--- config.mk ---
export PLATFORM = sky130hd
export DESIGN_NAME = frs_top
export DESIGN_NICKNAME = d
export VERILOG_FILES = /design/src/verilog/frs_pkg.sv /design/src/verilog/frs_channel.sv /design/src/verilog/frs_top.sv
export SDC_FILE = /design/constraint.sdc
export NUM_CORES = 1
export LEC_CHECK = 0
export ABC_AREA = 1
export BUFFER_PORTS_ARGS = -buffer_cell sky130_fd_sc_hd__buf_2
export CORE_MARGIN = 10
export CORE_UTILIZATION = 60
export CTS_CLUSTER_DIAMETER = 150
export DETAILED_ROUTE_END_ITERATION = 6
export PLACE_DENSITY_LB_ADDON = 0.1
export SYNTH_ARGS = -nofsm -noshare
export SYNTH_HDL_FRONTEND = slang
export SYNTH_HIERARCHICAL = 1
export SYNTH_SLANG_ARGS = --single-unit
--- constraint.sdc ---
create_clock -name clk -period 2.5 [get_ports clk]
set_input_delay 0.25 -clock clk [delete_from_list [all_inputs] [get_ports clk]]
set_output_delay 0.25 -clock clk [all_outputs]
set_load 0.01 [all_outputs]
--- src/verilog/frs_pkg.sv ---
package frs_pkg;
  // channel count and field widths
  localparam int NCH = 8;
  localparam int RETRY_W = 3;
  // action configuration byte layout
  localparam int ACT_HI = 7;
  localparam int ACT_LO = 6;
  localparam int RTY_HI = 5;
  localparam int RTY_LO = 3;
  localparam logic [1:0] ACT_CONTINUE = 2'h0;
  localparam logic [2:0] RTY_NONE = 3'h0;
  localparam logic [2:0] DELAY_HARD = 3'h0;
  // configuration reset value: shut down, no restart
  localparam logic [7:0] CFG_RESET = 8'h80;
  // summary byte bit positions
  localparam int SB_BUSY = 7;
  localparam int SB_OFF = 6;
  localparam int SB_VOUT_OV = 5;
  localparam int SB_IOUT_OC = 4;
  localparam int SB_VIN_UV = 3;
  localparam int SB_TEMP = 2;
  localparam int SB_CML = 1;
  localparam int SB_HIGH = 0;
  // word high byte and detail bit positions
  localparam int SW_VOUT = 15;
  localparam int SW_INPUT = 13;
  localparam int SW_MFR = 12;
  localparam int SW_PNG = 11;
  localparam int SV_TON_MAX = 2;
  localparam int SI_OV = 7;
  localparam int SI_UV = 4;
  localparam int ST_OT = 7;
  localparam int ST_UT = 4;
  // turn-off delay and restart holdoff, in microseconds
  localparam int TOFF_DELAY_US = 100;
  localparam int RESTART_HOLD_US = 200;
  localparam int CLK_MHZ = 20;
  localparam int TOFF_CYC = TOFF_DELAY_US * CLK_MHZ;
  localparam int RESTART_CYC = RESTART_HOLD_US * CLK_MHZ;
  localparam int CNT_W = 13;
  typedef enum logic [3:0] {
    FRS_OFF = 4'h1,
    FRS_ON = 4'h2,
    FRS_SEQ_OFF = 4'h4,
    FRS_LATCHED = 4'h8
  } frs_state_e;
endpackage : frs_pkg

--- src/verilog/frs_channel.sv ---
module frs_channel
  import frs_pkg::*;
(
  // clock and reset
  input  wire logic                 clk,
  input  wire logic                 arst_n,
  // control
  input  wire logic                 enable,
  input  wire logic                 release_latch,
  input  wire logic                 seq_mode,
  input  wire logic [RETRY_W-1:0]   retry_limit,
  // fault request
  input  wire logic                 shut_req,
  input  wire logic                 shut_retry,
  // state
  output logic                      power_on,
  output logic                      latched
);
  typedef struct packed {
    frs_state_e         st;
    logic [CNT_W-1:0]   cnt;
    logic [RETRY_W-1:0] tries;
    logic               rtry;
  } frs_ch_s;
  frs_ch_s r;
  frs_ch_s next_r;

  // per-channel shutdown, latch and restart sequencer
  always_comb begin
    next_r = r;
    unique case (r.st)
      FRS_OFF: begin
        if (enable) begin
          next_r.st = FRS_ON;
        end
      end
      FRS_ON: begin
        if (!enable) begin
          next_r.st = FRS_OFF;
          next_r.tries = '0; // commanded off resets retry count
        end else if (shut_req) begin
          next_r.rtry = shut_retry;
          next_r.cnt = CNT_W'(TOFF_CYC);
          next_r.st = seq_mode ? FRS_SEQ_OFF : FRS_LATCHED;
          if (!seq_mode) begin
            next_r.cnt = CNT_W'(RESTART_CYC);
          end
        end
      end
      FRS_SEQ_OFF: begin
        if (r.cnt == '0) begin
          next_r.st = FRS_LATCHED;
          next_r.cnt = CNT_W'(RESTART_CYC);
        end else begin
          next_r.cnt = r.cnt - 1'b1;
        end
      end
      FRS_LATCHED: begin
        // off state held until release or allowed retry
        if (release_latch) begin
          next_r.st = FRS_OFF;
          next_r.tries = '0;
        end else if (r.rtry && r.tries < retry_limit) begin
          if (r.cnt == '0) begin
            next_r.tries = r.tries + 1'b1;
            next_r.st = FRS_OFF;
          end else begin
            next_r.cnt = r.cnt - 1'b1;
          end
        end
      end
      default: next_r.st = FRS_OFF;
    endcase
  end

  // state register
  always_ff @(posedge clk or negedge arst_n) begin
    if (!arst_n) begin
      r <= '{st: FRS_OFF, cnt: '0, tries: '0, rtry: 1'b0};
    end else begin
      r <= next_r;
    end
  end

  assign power_on = (r.st == FRS_ON) || (r.st == FRS_SEQ_OFF);
  assign latched  = (r.st == FRS_LATCHED);
endmodule : frs_channel

--- src/verilog/frs_top.sv ---
// Functional notes
// - temp/input fault action 00 keeps running; 01-11 shut channel down
// - retry code 000 keeps faulted output off until latch release
// - retry 001-111 restarts up to global count; off command stops
// - delay field reads 000; faults act on detection without deglitch
// - temp/input fault sets summary, detail bits and alert; input fault also sets input word bit
// - turn-on timeout action 00 continues; 01-11 shut down
// - turn-on timeout restart follows its own retry field
// - turn-on timeout sets high summary, vout word, timeout bit, alert
// - fault shutdown latches channel off; retry or latch release restarts it
// - latch released by pin toggle, on/off command, or bias cycle
// - every fault and warning sets status bits and alert
// - clear faults resets status and alert, not the latched off state
// - summary byte equals low byte of the status word
// - high summary bit set for other faults or power not good
// - output overcurrent bit always reads zero
module frs_top
  import frs_pkg::*;
(
  // clock and reset
  input  wire logic                 clk,
  input  wire logic                 arst_n,
  // channel control pins and bias sense
  input  wire logic [NCH-1:0]       channel_on_off_pin,
  input  wire logic                 bias_sense_input,
  // on/off commands and per-channel mode
  input  wire logic [NCH-1:0]       op_on,
  input  wire logic                 op_cmd_strobe,
  input  wire logic [NCH-1:0]       seq_mode,
  input  wire logic [RETRY_W-1:0]   retry_count,
  // configuration writes
  input  wire logic                 cfg_we,
  input  wire logic [2:0]           cfg_sel,
  input  wire logic [7:0]           cfg_wdata,
  input  wire logic                 clear_faults,
  // measured fault events
  input  wire logic                 overtemp_fault,
  input  wire logic                 undertemp_fault,
  input  wire logic                 vin_ov_fault,
  input  wire logic                 vin_uv_fault,
  input  wire logic [NCH-1:0]       ton_max_fault,
  input  wire logic                 vout_ov_fault,
  input  wire logic                 warn_event,
  input  wire logic                 cml_fault,
  input  wire logic                 busy,
  input  wire logic                 power_not_good,
  // configuration readback
  output logic [7:0]                overtemp_fault_action_cfg,
  output logic [7:0]                undertemp_fault_action_cfg,
  output logic [7:0]                input_overvolt_action_cfg,
  output logic [7:0]                input_undervolt_action_cfg,
  output logic [7:0]                turn_on_timeout_action_cfg,
  // status
  output logic [7:0]                fault_summary_byte,
  output logic [15:0]               status_word,
  output logic [7:0]                status_vout,
  output logic [7:0]                status_input,
  output logic [7:0]                status_temp,
  output logic [NCH-1:0]            channel_enable,
  output logic [NCH-1:0]            channel_latched,
  output logic                      alert_line_n
);
  typedef struct packed {
    logic [NCH-1:0] pin_s1;
    logic [NCH-1:0] pin_s2;
    logic [NCH-1:0] pin_d;
    logic           bias_s1;
    logic           bias_s2;
    logic           bias_d;
    logic [4:0][7:0] cfg;
    logic [7:0]     sb;
    logic [15:8]    sw_hi;
    logic [7:0]     sv;
    logic [7:0]     si;
    logic [7:0]     st;
    logic [NCH-1:0] en_q;
    logic [NCH-1:0] lat_q;
    logic           alert_n;
  } frs_top_s;
  frs_top_s r;
  frs_top_s next_r;

  logic [NCH-1:0] ch_on;
  logic [NCH-1:0] ch_lat;
  logic [NCH-1:0] ch_en;
  logic [NCH-1:0] ch_rel;
  logic [NCH-1:0] ch_shut;
  logic [NCH-1:0] ch_rtry;
  logic           adc_shut;
  logic           adc_rtry;
  logic           any_event;

  // action and retry of the measured faults; no deglitch delay applied
  always_comb begin
    adc_shut = 1'b0;
    adc_rtry = 1'b0;
    if (overtemp_fault && r.cfg[0][ACT_HI:ACT_LO] != ACT_CONTINUE) begin
      adc_shut = 1'b1;
      adc_rtry = adc_rtry | (r.cfg[0][RTY_HI:RTY_LO] != RTY_NONE);
    end
    if (undertemp_fault && r.cfg[1][ACT_HI:ACT_LO] != ACT_CONTINUE) begin
      adc_shut = 1'b1;
      adc_rtry = adc_rtry | (r.cfg[1][RTY_HI:RTY_LO] != RTY_NONE);
    end
    if (vin_ov_fault && r.cfg[2][ACT_HI:ACT_LO] != ACT_CONTINUE) begin
      adc_shut = 1'b1;
      adc_rtry = adc_rtry | (r.cfg[2][RTY_HI:RTY_LO] != RTY_NONE);
    end
    if (vin_uv_fault && r.cfg[3][ACT_HI:ACT_LO] != ACT_CONTINUE) begin
      adc_shut = 1'b1;
      adc_rtry = adc_rtry | (r.cfg[3][RTY_HI:RTY_LO] != RTY_NONE);
    end
  end

  // per-channel sequencers
  genvar g;
  generate
    for (g = 0; g < NCH; g++) begin : g_ch
      // release on pin edge, on/off command or bias return
      assign ch_rel[g] = (r.pin_s2[g] ^ r.pin_d[g]) | op_cmd_strobe | (r.bias_s2 & ~r.bias_d);
      assign ch_en[g] = r.pin_s2[g] & op_on[g] & r.bias_s2; // bias loss stops retries
      assign ch_shut[g] = adc_shut |
                          (ton_max_fault[g] & (r.cfg[4][ACT_HI:ACT_LO] != ACT_CONTINUE));
      assign ch_rtry[g] = (ton_max_fault[g] && r.cfg[4][ACT_HI:ACT_LO] != ACT_CONTINUE)
                          ? (r.cfg[4][RTY_HI:RTY_LO] != RTY_NONE) : adc_rtry;
      frs_channel u_ch (
        .clk           (clk),
        .arst_n        (arst_n),
        .enable        (ch_en[g]),
        .release_latch (ch_rel[g]),
        .seq_mode      (seq_mode[g]),
        .retry_limit   (retry_count),
        .shut_req      (ch_shut[g]),
        .shut_retry    (ch_rtry[g]),
        .power_on      (ch_on[g]),
        .latched       (ch_lat[g])
      );
    end
  endgenerate

  assign any_event = overtemp_fault | undertemp_fault | vin_ov_fault | vin_uv_fault |
                     (|ton_max_fault) | vout_ov_fault | warn_event | cml_fault;

  // synchronisers, configuration and sticky status
  always_comb begin
    next_r = r;
    next_r.pin_s1 = channel_on_off_pin;
    next_r.pin_s2 = r.pin_s1;
    next_r.pin_d = r.pin_s2;
    next_r.bias_s1 = bias_sense_input;
    next_r.bias_s2 = r.bias_s1;
    next_r.bias_d = r.bias_s2;
    if (cfg_we && cfg_sel < 3'h5) begin
      next_r.cfg[cfg_sel] = {cfg_wdata[7:3], DELAY_HARD}; // delay always 000
    end
    // clear drops sticky bits; channel latches untouched
    if (clear_faults) begin
      next_r.sb = '0;
      next_r.sw_hi = '0;
      next_r.sv = '0;
      next_r.si = '0;
      next_r.st = '0;
      next_r.alert_n = 1'b1;
    end
    // new events set after clear so a set wins
    if (overtemp_fault) begin
      next_r.st[ST_OT] = 1'b1;
      next_r.sb[SB_TEMP] = 1'b1;
    end
    if (undertemp_fault) begin
      next_r.st[ST_UT] = 1'b1;
      next_r.sb[SB_TEMP] = 1'b1;
    end
    if (vin_ov_fault) begin
      next_r.si[SI_OV] = 1'b1;
      next_r.sw_hi[SW_INPUT] = 1'b1;
      next_r.sb[SB_HIGH] = 1'b1;
    end
    if (vin_uv_fault) begin
      next_r.si[SI_UV] = 1'b1;
      next_r.sw_hi[SW_INPUT] = 1'b1;
      next_r.sb[SB_VIN_UV] = 1'b1;
    end
    if (|ton_max_fault) begin
      next_r.sv[SV_TON_MAX] = 1'b1;
      next_r.sw_hi[SW_VOUT] = 1'b1;
      next_r.sb[SB_HIGH] = 1'b1;
    end
    if (vout_ov_fault) begin
      next_r.sb[SB_VOUT_OV] = 1'b1;
      next_r.sw_hi[SW_VOUT] = 1'b1;
    end
    if (warn_event) begin
      next_r.sw_hi[SW_MFR] = 1'b1;
      next_r.sb[SB_HIGH] = 1'b1;
    end
    if (cml_fault) begin
      next_r.sb[SB_CML] = 1'b1;
    end
    if (any_event) begin
      next_r.alert_n = 1'b0;
    end
    // live bits: busy, off, power-not-good
    next_r.sb[SB_BUSY] = busy;
    next_r.sb[SB_OFF] = ~(&ch_on);
    next_r.sb[SB_IOUT_OC] = 1'b0;
    next_r.sw_hi[SW_PNG] = power_not_good;
    if (power_not_good) begin
      next_r.sb[SB_HIGH] = 1'b1;
    end
    next_r.en_q = ch_on;
    next_r.lat_q = ch_lat;
  end

  // state register
  always_ff @(posedge clk or negedge arst_n) begin
    if (!arst_n) begin
      r <= '0;
      r.cfg <= {5{CFG_RESET}};
      r.alert_n <= 1'b1;
    end else begin
      r <= next_r;
    end
  end

  // outputs straight from flops
  assign overtemp_fault_action_cfg = r.cfg[0];
  assign undertemp_fault_action_cfg = r.cfg[1];
  assign input_overvolt_action_cfg = r.cfg[2];
  assign input_undervolt_action_cfg = r.cfg[3];
  assign turn_on_timeout_action_cfg = r.cfg[4];
  assign fault_summary_byte = r.sb;
  assign status_word = {r.sw_hi, r.sb};
  assign status_vout = r.sv;
  assign status_input = r.si;
  assign status_temp = r.st;
  assign channel_enable = r.en_q;
  assign channel_latched = r.lat_q;
  assign alert_line_n = r.alert_n;
endmodule : frs_top

==> metrics list, run 1 <==
- In the final layout, the share of cells above drive strength 1 is 16.9%.
- Effective utilization at floorplan: 60.5%
* Peak fanout along the critical path: 12
- Critical path class: register to register
- Placed wire-length estimate: 27.1 mm
- Setup repair after global routing left no endpoint under its margin.
- CTS built an H-tree with a depth of 1.
* Number of buffers inserted by post-CTS setup repair: 0
- Each instance of the synthesized netlist takes up on average 7.37 um^2.
* Via count of the first global-routing pass: 13100
* Type of the most critical hold path: primary input to register
* Post-detailed-routing wire length: 36.3 mm
- Data arrival at the endpoint of the critical path: 2720 ps
- Path depth of the worst reg2reg path: 13
- At the end of routability-driven placement, the weighted congestion stood at 0.904.
* Post-synthesis to final-layout area growth: 9.03%
- Net count reported at finish: 2393
- The worst hold path passes through 3 cells.
* Number of vias in the routed layout: 13500
- Detailed-route DRC error count: 0
- Number of distinct library cell variants in the gate-level netlist after synthesis: 39
- Gr usage total: 21.4%
- The tool flagged a number of max-cap violations equal to 0.
* Wire length per cell after detailed routing: 13.7 um
- The number of gates resized after CTS was 0.
- The number of pins with negative max-slew slack in the final report was 0.
* Flops & latches, synth: 252
* Setup TNS: 0 ps
- The worst path uses 91.3% of the clock period.
* Pin slew with the least headroom to its limit: 612 ps
* Yosys warns: 6
- Dividing the detail-routed via count by the number of cells gives 5.06.
- Insertion delay of the later-clocked pin in the worst-skew pair: 550 ps
- Static timing analysis puts the maximum clock frequency at 438 MHz.
- Global route total overflow: 0
- The run finished with clean final reports.
- Setup violations remaining at the end of the flow were counted as 0.
- Lkg Pwr: 0.00981 uW
- Post-synth EDFFs: 0
- The synthesized netlist occupies a cell area of 0.0162 mm^2.
- In this run the core area contains 60 standard-cell rows.
- Post-route standard cell area excluding fillers: 0.0176 mm^2
* First-pass GRT wire length: 61.1 mm
- Post-synthesis cell count: 2192
- The synthesized design devotes to its leading area cell type 36.8% of total area.
- Most frequent cells after synthesis: nand2_1 (722), inv_1 (247), dfrtp_1 (238), nor2_1 (213), nand3_1 (124)
- The share of the Yosys chip area taken by registers is 39.1%.
- Count of routing violations after the opening detailed-route iteration: 836
- STA classifies the critical path endpoint as a register.
* Initial antenna violation count: 0
* CTS Buffer Depth: 3
- Core area: 0.0267 mm^2
- Count leader, synth: nand2_1
- Across the VDD grid, the largest voltage drop is 0.571 mV.
- Headroom to the max-slew limit came out at 59.1%.
- Largest net degree at the start of global routing: 67
* Iteration count of the initial detailed-routing pass: 7
- In this run the clock root is driven by a clkbuf_16.
- For this run, the leading register cell type out of synthesis is dfrtp_1.
* Number of clock sinks: 252
* Die boundary height: 184 um
* Pwr dens: 521 mW/mm^2
- Startpoint Class: register
- Pin placement for this block handled 166 I/O pins.
* Top cell type by total area after synthesis: dfrtp_1
- Final period demand of the worst path: 2280 ps
* Worst clock skew on the final layout: 13.7 ps
- The final count of hold timing violations came to 0.
- The die covers 0.0339 mm^2.
* Width of the die: 184 um
- Post-detailed-route count of antenna-violating nets: 0
- Number of buffers created by CTS: 29
* Clock slew at the register clock pins of the worst setup and hold paths: 60 ps
- Yosys attributes the largest share of cell area to dfrtp_1 (37%), nand2_1 (17%), inv_1 (5.7%).
- Post-synthesis async set-or-reset flop share: 100%
* Placed instance area: 0.0165 mm^2
* Count of port buffers added during placement: 122
* CTS tree: built
- For the worst setup path, the data required time is 2940 ps.
worst max-delay path, stage by stage (launching register included):
cell and delay, ps:
dfrtp_1 410, nor2_1 100, nor2_1 60, nor2_1 110, nor3b_4 450, nand2_1 220, inv_1 120, o21ai_1 80
nand2_2 110, inv_1 90, nand2_2 220, nor2_1 90, nand2_1 70, nand2_1 40
where the power goes:
| group | internal (uW) | total, uW | switching, uW |
|---|---|---|---|
| clock | 2370 | 4090 | 1720 |
| combinational | 265 | 810 | 545 |
| sequential | 4200 | 4280 | 83.4 |
| total | 6840 | 9190 | 2350 |
path summary, 6_finish.rpt:
check	slack, ps	end	start
max	220	g_ch[1].u_ch/r[15]	overtemp_fault_action_cfg[6]
min	40	overtemp_fault_action_cfg[5]	cfg_wdata[5]
max reg2reg	220	g_ch[1].u_ch/r[15]	overtemp_fault_action_cfg[6]
min reg2reg	350	next_r[102]	next_r[110]
max in group asynchronous	1520	g_ch[1].u_ch/r[17]	arst_n
min in group asynchronous	220	g_ch[4].u_ch/r[10]	arst_n
placed cells by master, fill, tap and decap left out, drive strengths merged, types with 40 or more instances in the layout:
cell   instances
nand3        130
nand2        794
dfrtp        238
inv          264
ha            40
xor2          54
conb          40
nor2         270
o21ai         96
buf          130
state kept, by name, indices dropped and copies added, names as in the netlist:
register	flops
g_ch.u_ch/r	168
overtemp_fault_action_cfg	5
fault_summary_byte	6
status_temp	2
next_r	18
status_input	2
channel_enable	8
r	9
undertemp_fault_action_cfg	5
channel_latched	8
alert_line_n	1
input_undervolt_action_cfg	5
input_overvolt_action_cfg	5
status_word	4
status_vout	1
turn_on_timeout_action_cfg	5
logic make-up (layout without fill, tap and decap cells):
kind of cell,count (synthesis),count (layout),synth area share [%]
AO/OA/AOI/OAI,143,143,5.34
other,1,41,0.0232
flip-flops,252,252,39.1
buffers and inverters,393,476,12.3
AND/OR/NAND/NOR,1285,1285,35.8
XOR/XNOR,70,70,3.79
adder cells (fa/ha/maj),40,40,3.10
multiplexers,8,8,0.557
cell type report:
class                           count  area [um^2]
Antenna cell                        1         2.50
Clock buffer                       36          762
Clock inverter                     17          153
Fill cell                        2354         9100
Inverter                          272         1030
Multi-Input combinational cell   1586         8000
Sequential cell                   252         6320
Tap cell                          341          427
Timing Repair Buffer              151          928
what timing repair did:
item	CTS	global route
hold buffers	21	0
hold endpoints to repair	78	0
setup endpoints to repair	0	0
metrics by stage:
step / hold slack, ps / instances / setup slack (ps) / power [uW] / util, %
after global routing: 60.3 / 2655 / 53.9 / 9570 / 65.9
final: 39.5 / 2656 / 217 / 9190 / 65.9
after floorplan: -45.6 / 2231 / 759 / 4910 / -
after CTS: 23.4 / 2655 / 235 / 9290 / 65.9
after global placement: 221 / 2581 / 266 / 5120 / 61.7
after detailed placement: 221 / 2581 / 256 / 5140 / 61.7
routing by layer:
metal	global-route usage [%]	share of wire [%]
met4	5.41	2.1
met2	36.7	48
met1	27.5	45
met5	0	0
met3	3.54	4.8
Note: power is estimated with default switching activity, not from simulation.
==> run 2, diff against run 1 <==
Settings changed: CORE_UTILIZATION 60 to 45.
==> run 2 against run 1 <==
Compared with the run above: clock power rose by 27%; worst setup slack improved by 23 ps; clock skew barely moved; combinational power rose by 2.7%; routed wire length rose by 3.8%; sequential share of layout area fell by 0.95 points; highest routed layer is now met5; critical endpoint is now g_ch[4].u_ch/r[9]; first-iteration DRC count fell by 27%; design area rose by 2.7%; utilization fell by 15 points; cell count rose by 4.9%.
==> metrics list, run 2 (same netlist as run 1, synthesis figures left out) <==
- Via count of the first global-routing pass: 13300 (+0.99%)
* CTS H-tree depth: 1 (unchanged)
* Number of max-cap violations: 0 (unchanged)
- The core outline area was 0.0355 mm^2 (+33%).
* Insertion delay of the later-clocked pin in the worst-skew pair: 580 ps (+30 ps)
- The worst slew slack as a fraction of its limit came to 57.6% (-1.4 points).
* Wire length per cell after detailed routing: 13.5 um (-1.1%)
- Critical-path cell list: nor2_1 -> nor2_1 -> nor2_1 -> nor3b_4 -> buf_12 -> nand2_1 -> inv_1 -> o21ai_1 -> nand2_2 -> inv_1 -> nand2_2 -> nor2_1 -> nand2_1 -> nand2_1
- The static leakage is 0.00997 uW (+1.7%).
* Crit-path most repeated cell: nor2_1
- The via density per instance came to 4.77 (-5.8%).
- The net count reported at finish is 2398 (+0.21%).
- The site row count came to 69 (+15%).
- The biggest cell delay along the critical path came to 540 ps (+90 ps).
* Final Non-Filler Cells: 2786 (+4.9%)
* CTS tree: built
- Setup repair after global routing left no endpoint under its margin.
- First-pass GRT wire length: 64.2 mm (+5.2%)
- Required time at the endpoint of the critical path: 3020 ps (+80 ps)
- The critical path is of the register to register type.
- Global route total overflow: 0 (unchanged)
* Pwr dens: 571 mW/mm^2 (+9.5%)
- The DRC violation count after routing was 0 (unchanged).
* Gr usage total: 17.2% (-4.2 points)
- The maximum clock frequency came to 443 MHz (+1.0%).
- Setup violators final: 0 (unchanged)
* Setup TNS: 0 ps (unchanged)
- The maximum root-to-sink buffer count came to 3 (unchanged).
* Layout fillers: 3457 (+47%)
- Final critical-path share of the clock period: 90.4% (-0.93 points)
- Routability congestion estimate: 0.894 (-1.1%)
- The height of the die came to 210 um (+14%).
* Initial antenna violation count: 6 (+6)
- Count of routing violations after the opening detailed-route iteration: 613 (-27%)
- The post-cts gate resize count is 0 (unchanged).
- Worst clock skew on the final layout: 13.9 ps (+0.279 ps)
- The detailed-route via count was 13300 (-1.2%).
- The actual transition at the worst max-transition pin is 633 ps (+21.3 ps).
- Most common library cell in the layout ignoring fill and taps: nand2_1
* Count of port buffers added during placement: 122 (unchanged)
- The largest individual stage delay along the critical path comes from the cell dfstp_2.
* Final period demand of the worst path: 2260 ps (-23.3 ps)
- From synthesis to final layout, the design area changed by 12.0%.
- The number of buffers added by the clock tree synthesis step was 31 (+6.9%).
- The largest net degree at the start of global routing came to 71 (+6.0%).
- The worst setup path is captured at a register.
- The number of placed instances, taps included was 2702 (+4.7%).
- The clock transition time at the flip-flop clock pins of the worst setup and hold paths was 60 ps (about the same).
- The flip-flop count of the largest register after layout came to 168 (unchanged).
- Iteration count of the initial detailed-routing pass: 5 (-2)
- Number of clock sinks: 252 (unchanged)
* Peak fanout along the critical path: 12 (unchanged)
- Slew Limit Fails: 0 (unchanged)
- Hold Violations, Final: 0 (unchanged)
* Commonest cells after routing, fill and taps aside: nand2_1 (722), inv_1 (247), dfrtp_1 (238)
- The worst setup path is launched from a register.
- The effective utilization at floorplan came to 45.6% (-15 points).
- The largest vdd supply drop is 0.532 mV (-6.9%).
* Top-Level Pins: 166 (unchanged)
- Result of the run: finished clean
- The detailed placer's ending HPWL came to 28.2 mm (+4.2%).
- Type of the most critical hold path: primary input to register
- The share of final-layout standard cells stronger than drive strength 1 is 17.1% (+0.24 points).
- The data arrival time of the critical path was 2780 ps (+60 ps).
- Register with the most flip-flops: g_ch.u_ch/r
- Post-detailed-route count of antenna-violating nets: 0 (unchanged)
* Post-detailed-routing wire length: 37.7 mm (+3.8%)
- The horizontal die dimension was 210 um (+14%).
- Buffer type at the clock tree root: clkbuf_16
- The die area is 0.0439 mm^2 (+29%).
-- run 2: changes by cell type in the layout (fill, tap and decap cells not counted), moves of 2 or more --
cell	previous run	this run
clkbuf_16	29	31
diode_2	1	3
bufinv_16	2	10
clkinvlp_4	4	0
clkbuf_8	1	5
clkinv_2	16	12
-- run 2: final cells by class --
cell class	count	area (um^2)	area share [%]
diodes	3	7.51	0.0415
flip-flops and latches	252	6320	34.9
multi-input cells	1586	8000	44.2
repair buffers	154	966	5.34
inverters	272	1030	5.69
clock inverters	16	334	1.85
well taps	461	577	3.19
clock buffers	42	867	4.79
-- run 2: where the power goes --
| group | internal (uW) | switching, uW |
|---|---|---|
| clock network | 3440 | 1770 |
| registers | 4200 | 83.7 |
| logic | 280 | 552 |
-- run 2: worst max-delay path, delay by kind of cell, from the launching register on --
family / cells / cell delay [ps]
flip-flops: 1 / 540
buffers and inverters: 3 / 360
AO/OA/AOI/OAI: 1 / 170
AND/OR/NAND/NOR: 10 / 1120
-- run 2: what timing repair did --
item                                    4_1_cts  5_1_grt
hold endpoints to repair                     82        0
endpoints found under the setup margin        0       19
buffers inserted                              0        1
hold buffers                                 22        0
-- run 2: layer usage --
metal	vias up	global-route usage [%]	share of wire, %
li1	6875	-	-
met1	6148	22.2	46
met2	214	28.6	46
met3	46	3.98	5.7
met4	6	4.09	1.7
met5	-	0	0.096
-- run 2: final timing paths --
kind | cells after the start | end | startpoint | slack [ps]
max | 14 | g_ch[4].u_ch/r[9] | undertemp_fault_action_cfg[7] | 240
min in group asynchronous | 2 | g_ch[4].u_ch/r[15] | arst_n | 210
min reg2reg | 0 | next_r[102] | next_r[110] | 340
max in group asynchronous | 3 | g_ch[1].u_ch/r[17] | arst_n | 1470
max reg2reg | 14 | g_ch[4].u_ch/r[9] | undertemp_fault_action_cfg[7] | 240
min | 3 | input_overvolt_action_cfg[4] | cfg_wdata[4] | 10
-- run 2: per-stage QoR --
| step | util (%) | hold WS, ps | area [um^2] | worst slack [ps] | total power (uW) |
|---|---|---|---|---|---|
| global placement | 46.9 | 238 | 16700 | 201 | 5140 |
| CTS | 50.9 | 0.280 | 18100 | 164 | 10500 |
| global route | 51.0 | 39.3 | 18100 | 39.0 | 10800 |
| finish | 51.0 | 13.1 | 18100 | 241 | 10300 |
| floorplan | - | -45.6 | 16300 | 759 | 4910 |
| detailed placement | 46.9 | 241 | 16700 | 186 | 5150 |
==> run 3, diff against run 2 <==
Settings changed: ABC_AREA 1 to not set.
==> run 3 against run 2 <==
Compared with the run above: the run now ends with DRC left; register-to-register slack lost 170 ps; total power down 2.3%; critical path depth down 9; clock skew is 2.2 ps higher; critical path type unchanged; highest routed layer is now met4.
==> metrics list, run 3 <==
- The most common cell in the synthesized netlist is dfrtp_1.
- The number of setup violations in the final report came to 0 (unchanged).
- The fraction of the yosys area taken by sequential cells came to 41.2% (+2.0 points).
* Primary FF master, synth: dfrtp_1
* Post-detailed-route count of antenna-violating nets: 0 (unchanged)
- The number of I/O port buffers came to 122 (unchanged).
- The final count of hold timing violations was 0 (unchanged).
* Placed instance area: 0.0166 mm^2 (-0.50%)
- Worst slew margin relative to its limit: 56.5% (-1.1 points)
- The clock sink count came to 252 (unchanged).
- IR Drop Worst-Case VDD: 0.591 mV (+11%)
* Clock slew at the register clock pins of the worst setup and hold paths: 60 ps (about the same)
* Proportion of layout cells with a drive suffix above 1: 26.6% (+9.5 points)
* Post-route standard cell area excluding fillers: 0.0180 mm^2 (-0.41%)
- The non-filler instance count after layout came to 2256 (-19%).
* Worst-case register-to-register setup slack: 70 ps (-170 ps)
* Power Total: 10100 uW (-2.3%)
* Insertion delay of the later-clocked pin in the worst-skew pair: 580 ps (about the same)
- Type of the most critical hold path: primary input to register
* Final period demand of the worst path: 2430 ps (+167 ps)
- Buffer type at the clock tree root: clkbuf_16
- The number of max-capacitance violations reported was 0 (unchanged).
- Number of buffers inserted by post-CTS setup repair: 0 (unchanged)
- Full die area: 0.0419 mm^2 (-4.5%)
- Die boundary height: 205 um (-2.3%)
* Crit-path most repeated cell: or4_4
- The static leakage is 0.00812 uW (-19%).
- The first-pass GRT wire length came to 64.4 mm (+0.20%).
- Ranked by flip-flop count, first place goes to g_ch.u_ch/r.
* Proportion of netlist area held by the largest area contributor: 38.8% (+1.9 points)
- The number of cells produced by synthesis was 1592 (-27%).
* Core area: 0.0336 mm^2 (-5.3%)
- The checks that failed: DRC.
- Post-synthesis to final-layout area growth: 17.3%
* Setup TNS: 0 ps (unchanged)
* Peak fanout along the critical path: 8 (-4)
* Most area-consuming cells after synthesis: dfrtp_1 (39%), buf_4 (5.4%), ha_1 (3.3%)
- The via density per instance was 5.62 (+18%).
- The number of enable-type register cells in the synthesized netlist was 0 (unchanged).
- Number of distinct library cell variants in the gate-level netlist after synthesis: 86 (+120%)
- The number of detailed-routing iterations run before antenna repair was 7 (+2).
- TritonCTS built the clock tree.
- Initial antenna violation count: 1 (-5)
* Top cell type by total area after synthesis: dfrtp_1
* Most frequent cells after synthesis: dfrtp_1 (238), nand2_1 (117), buf_4 (111), inv_1 (107), nor2_1 (100)
- The number of warnings issued by yosys came to 6 (unchanged).
- The average size of a mapped cell is 9.65 um^2 (+31%).
- Unrepaired setup endpoints after global routing: no
- The post-synthesis instance area came to 0.0154 mm^2 (-5.0%).
* Effective utilization at floorplan: 45.7% (+0.15 points)
- Number of rows in the core area: 67 (-2.9%)
- The top-level port count was 166 (unchanged).
- The CTS H-tree depth was 1 (unchanged).
- The number of buffers added by the clock tree synthesis step is 30 (-3.2%).
* Required time at the endpoint of the critical path: 2970 ps (-50 ps)
- The average routed wire per standard cell is 17.2 um (+27%).
- The net count reported at finish was 1884 (-21%).
* Placed wire-length estimate: 28.9 mm (+2.6%)
- Width of the die: 205 um (-2.3%)
- The maximum root-to-sink buffer count was 3 (unchanged).
- The overall track demand over capacity in global routing is 18.3% (+1.1 points).
* Fmax achieved: 412 MHz (-6.9%)
- The share of flip-flops with an asynchronous set or reset is 100% (unchanged).
* Pin slew with the least headroom to its limit: 644 ps (+10.8 ps)
* Critical-path cell list: or4_4 -> or4_4 -> a21oi_4 -> nor3_2 -> mux2_2
- The multi-input gate area in the final layout came to 0.00767 mm^2 (-4.1%).
- Global route total overflow: 0 (unchanged)
- Critical path class: register to register
- Critical Path Slowest Stage Cell: or4_4
- The detailed-route via count came to 12700 (-4.6%).
- Flops & latches, synth: 252 (unchanged)
- The final clock period utilization by the worst path came to 97.1% (+6.7 points).
- Largest net degree at the start of global routing: 60 (-15%)
- The power per standard cell area was 560 mW/mm^2 (-1.9%).
- Placed instance count: 2166 (-20%)
* Count of routing violations after the opening detailed-route iteration: 578 (-5.7%)
* Sort of element at the end of the critical path: register
- Routability congestion estimate: 0.877 (-1.9%)
* Worst clock skew on the final layout: 16.1 ps (+2.17 ps)
* Via count of the first global-routing pass: 12400 (-6.4%)
- STA classifies the critical path startpoint as a register.
- The flip-flop count of the largest register after layout was 168 (unchanged).
- Layout fillers: 3023 (-13%)
- The sequential cell area is 0.00632 mm^2 (unchanged).
- The total wirelength of the detailed-routed design was 38.9 mm (+3.1%).
- Worst stage delay on the critical path: 620 ps (+80 ps)
- The data arrival time of the critical path came to 2890 ps (+110 ps).
- The library cells used most frequently in the layout, excluding fill and tap cells, are dfrtp_1 (238), buf_2 (121), nand2_1 (117).
* Result of the run: complete, but fails checks
* Slew Limit Fails: 0 (unchanged)
- Most common library cell in the layout ignoring fill and taps: dfrtp_1
- The DRC violation count after routing was 2 (+2).
run 3: changes by cell type after synthesis, sizes merged, moves of 30 or more:
cell and delta:
a211oi +42, xor2 -54, nand2b +30, nand4 -31, a31oi +33, mux2 +31
nor2 -162, nor3 +55, inv -155, nand2 -671, nand3 -91, o211ai +39
run 3: what timing repair did:
item	4_1_cts	5_1_grt
hold buffers	33	0
resized for setup	1	10
hold endpoints to repair	110	0
pin swaps	0	2
setup endpoints to repair	1	25
gates cloned	0	0
run 3: cell families after synthesis:
kind of cell	after synthesis	synth area share, %
compound gates	440	21.9
xor+xnor	16	0.912
fa+ha+maj	40	3.26
buf+inv	263	10.0
flops	252	41.2
mux	41	3.11
other cells	1	0.0244
simple gates	539	19.6
run 3: path summary, 6_finish.rpt:
| kind | from | depth (start not counted) | end |
|---|---|---|---|
| worst max-delay path | g_ch[6].u_ch/r[10] | 5 | g_ch[6].u_ch/r[4] |
| worst min register to register | next_r[115] | 0 | next_r[107] |
| min in group asynchronous | arst_n | 2 | g_ch[7].u_ch/r[4] |
| worst min-delay path | seq_mode[4] | 3 | g_ch[4].u_ch/r[19] |
| worst max register to register | g_ch[6].u_ch/r[10] | 5 | g_ch[6].u_ch/r[4] |
| max in group asynchronous | arst_n | 3 | g_ch[3].u_ch/r[17] |
run 3: power breakdown:
group / total [uW] / switching, uW / internal [uW] / leakage, uW
Sequential: 4350 / 116 / 4230 / 0.00317
Combinational: 935 / 555 / 379 / 0.00443
Clock: 4810 / 1840 / 2970 / 0.000531
run 3: routing by layer:
layer  routed length [um]  track usage [%]  up-vias
li1                     -                -     6124
met1                17900             24.6     6242
met2                18300             30.1      245
met3                 1500             2.46       71
met4                 1150             5.61        0
met5                    0                0        -
run 3: area by class of cell:
class / instances / share of cell area [%]
Sequential cell: 252 / 35.1
Timing Repair Buffer: 275 / 10.9
Tap cell: 448 / 3.11
Antenna cell: 1 / 0.0139
Multi-Input combinational cell: 1116 / 42.5
Clock inverter: 20 / 1.54
Clock buffer: 36 / 4.57
Inverter: 108 / 2.25
run 3: metrics by stage:
step           util, %  hold WS (ps)  setup WS, ps
6_report          53.6          21.7          73.6
5_1_grt           53.6          49.2          1.46
4_1_cts           53.6          5.94          53.8
3_5_place_dp      49.3           226         -10.0
3_3_place_gp      49.3           229          73.0
2_1_floorplan        -         -45.6           159
run 3: critical path, delay by kind of cell, from the launching register on:
kind,cells,cell delay [ps]
AOI/OAI and AO/OA,1,330
DFF,1,410
muxes,1,280
and+or+nand+nor,3,1290
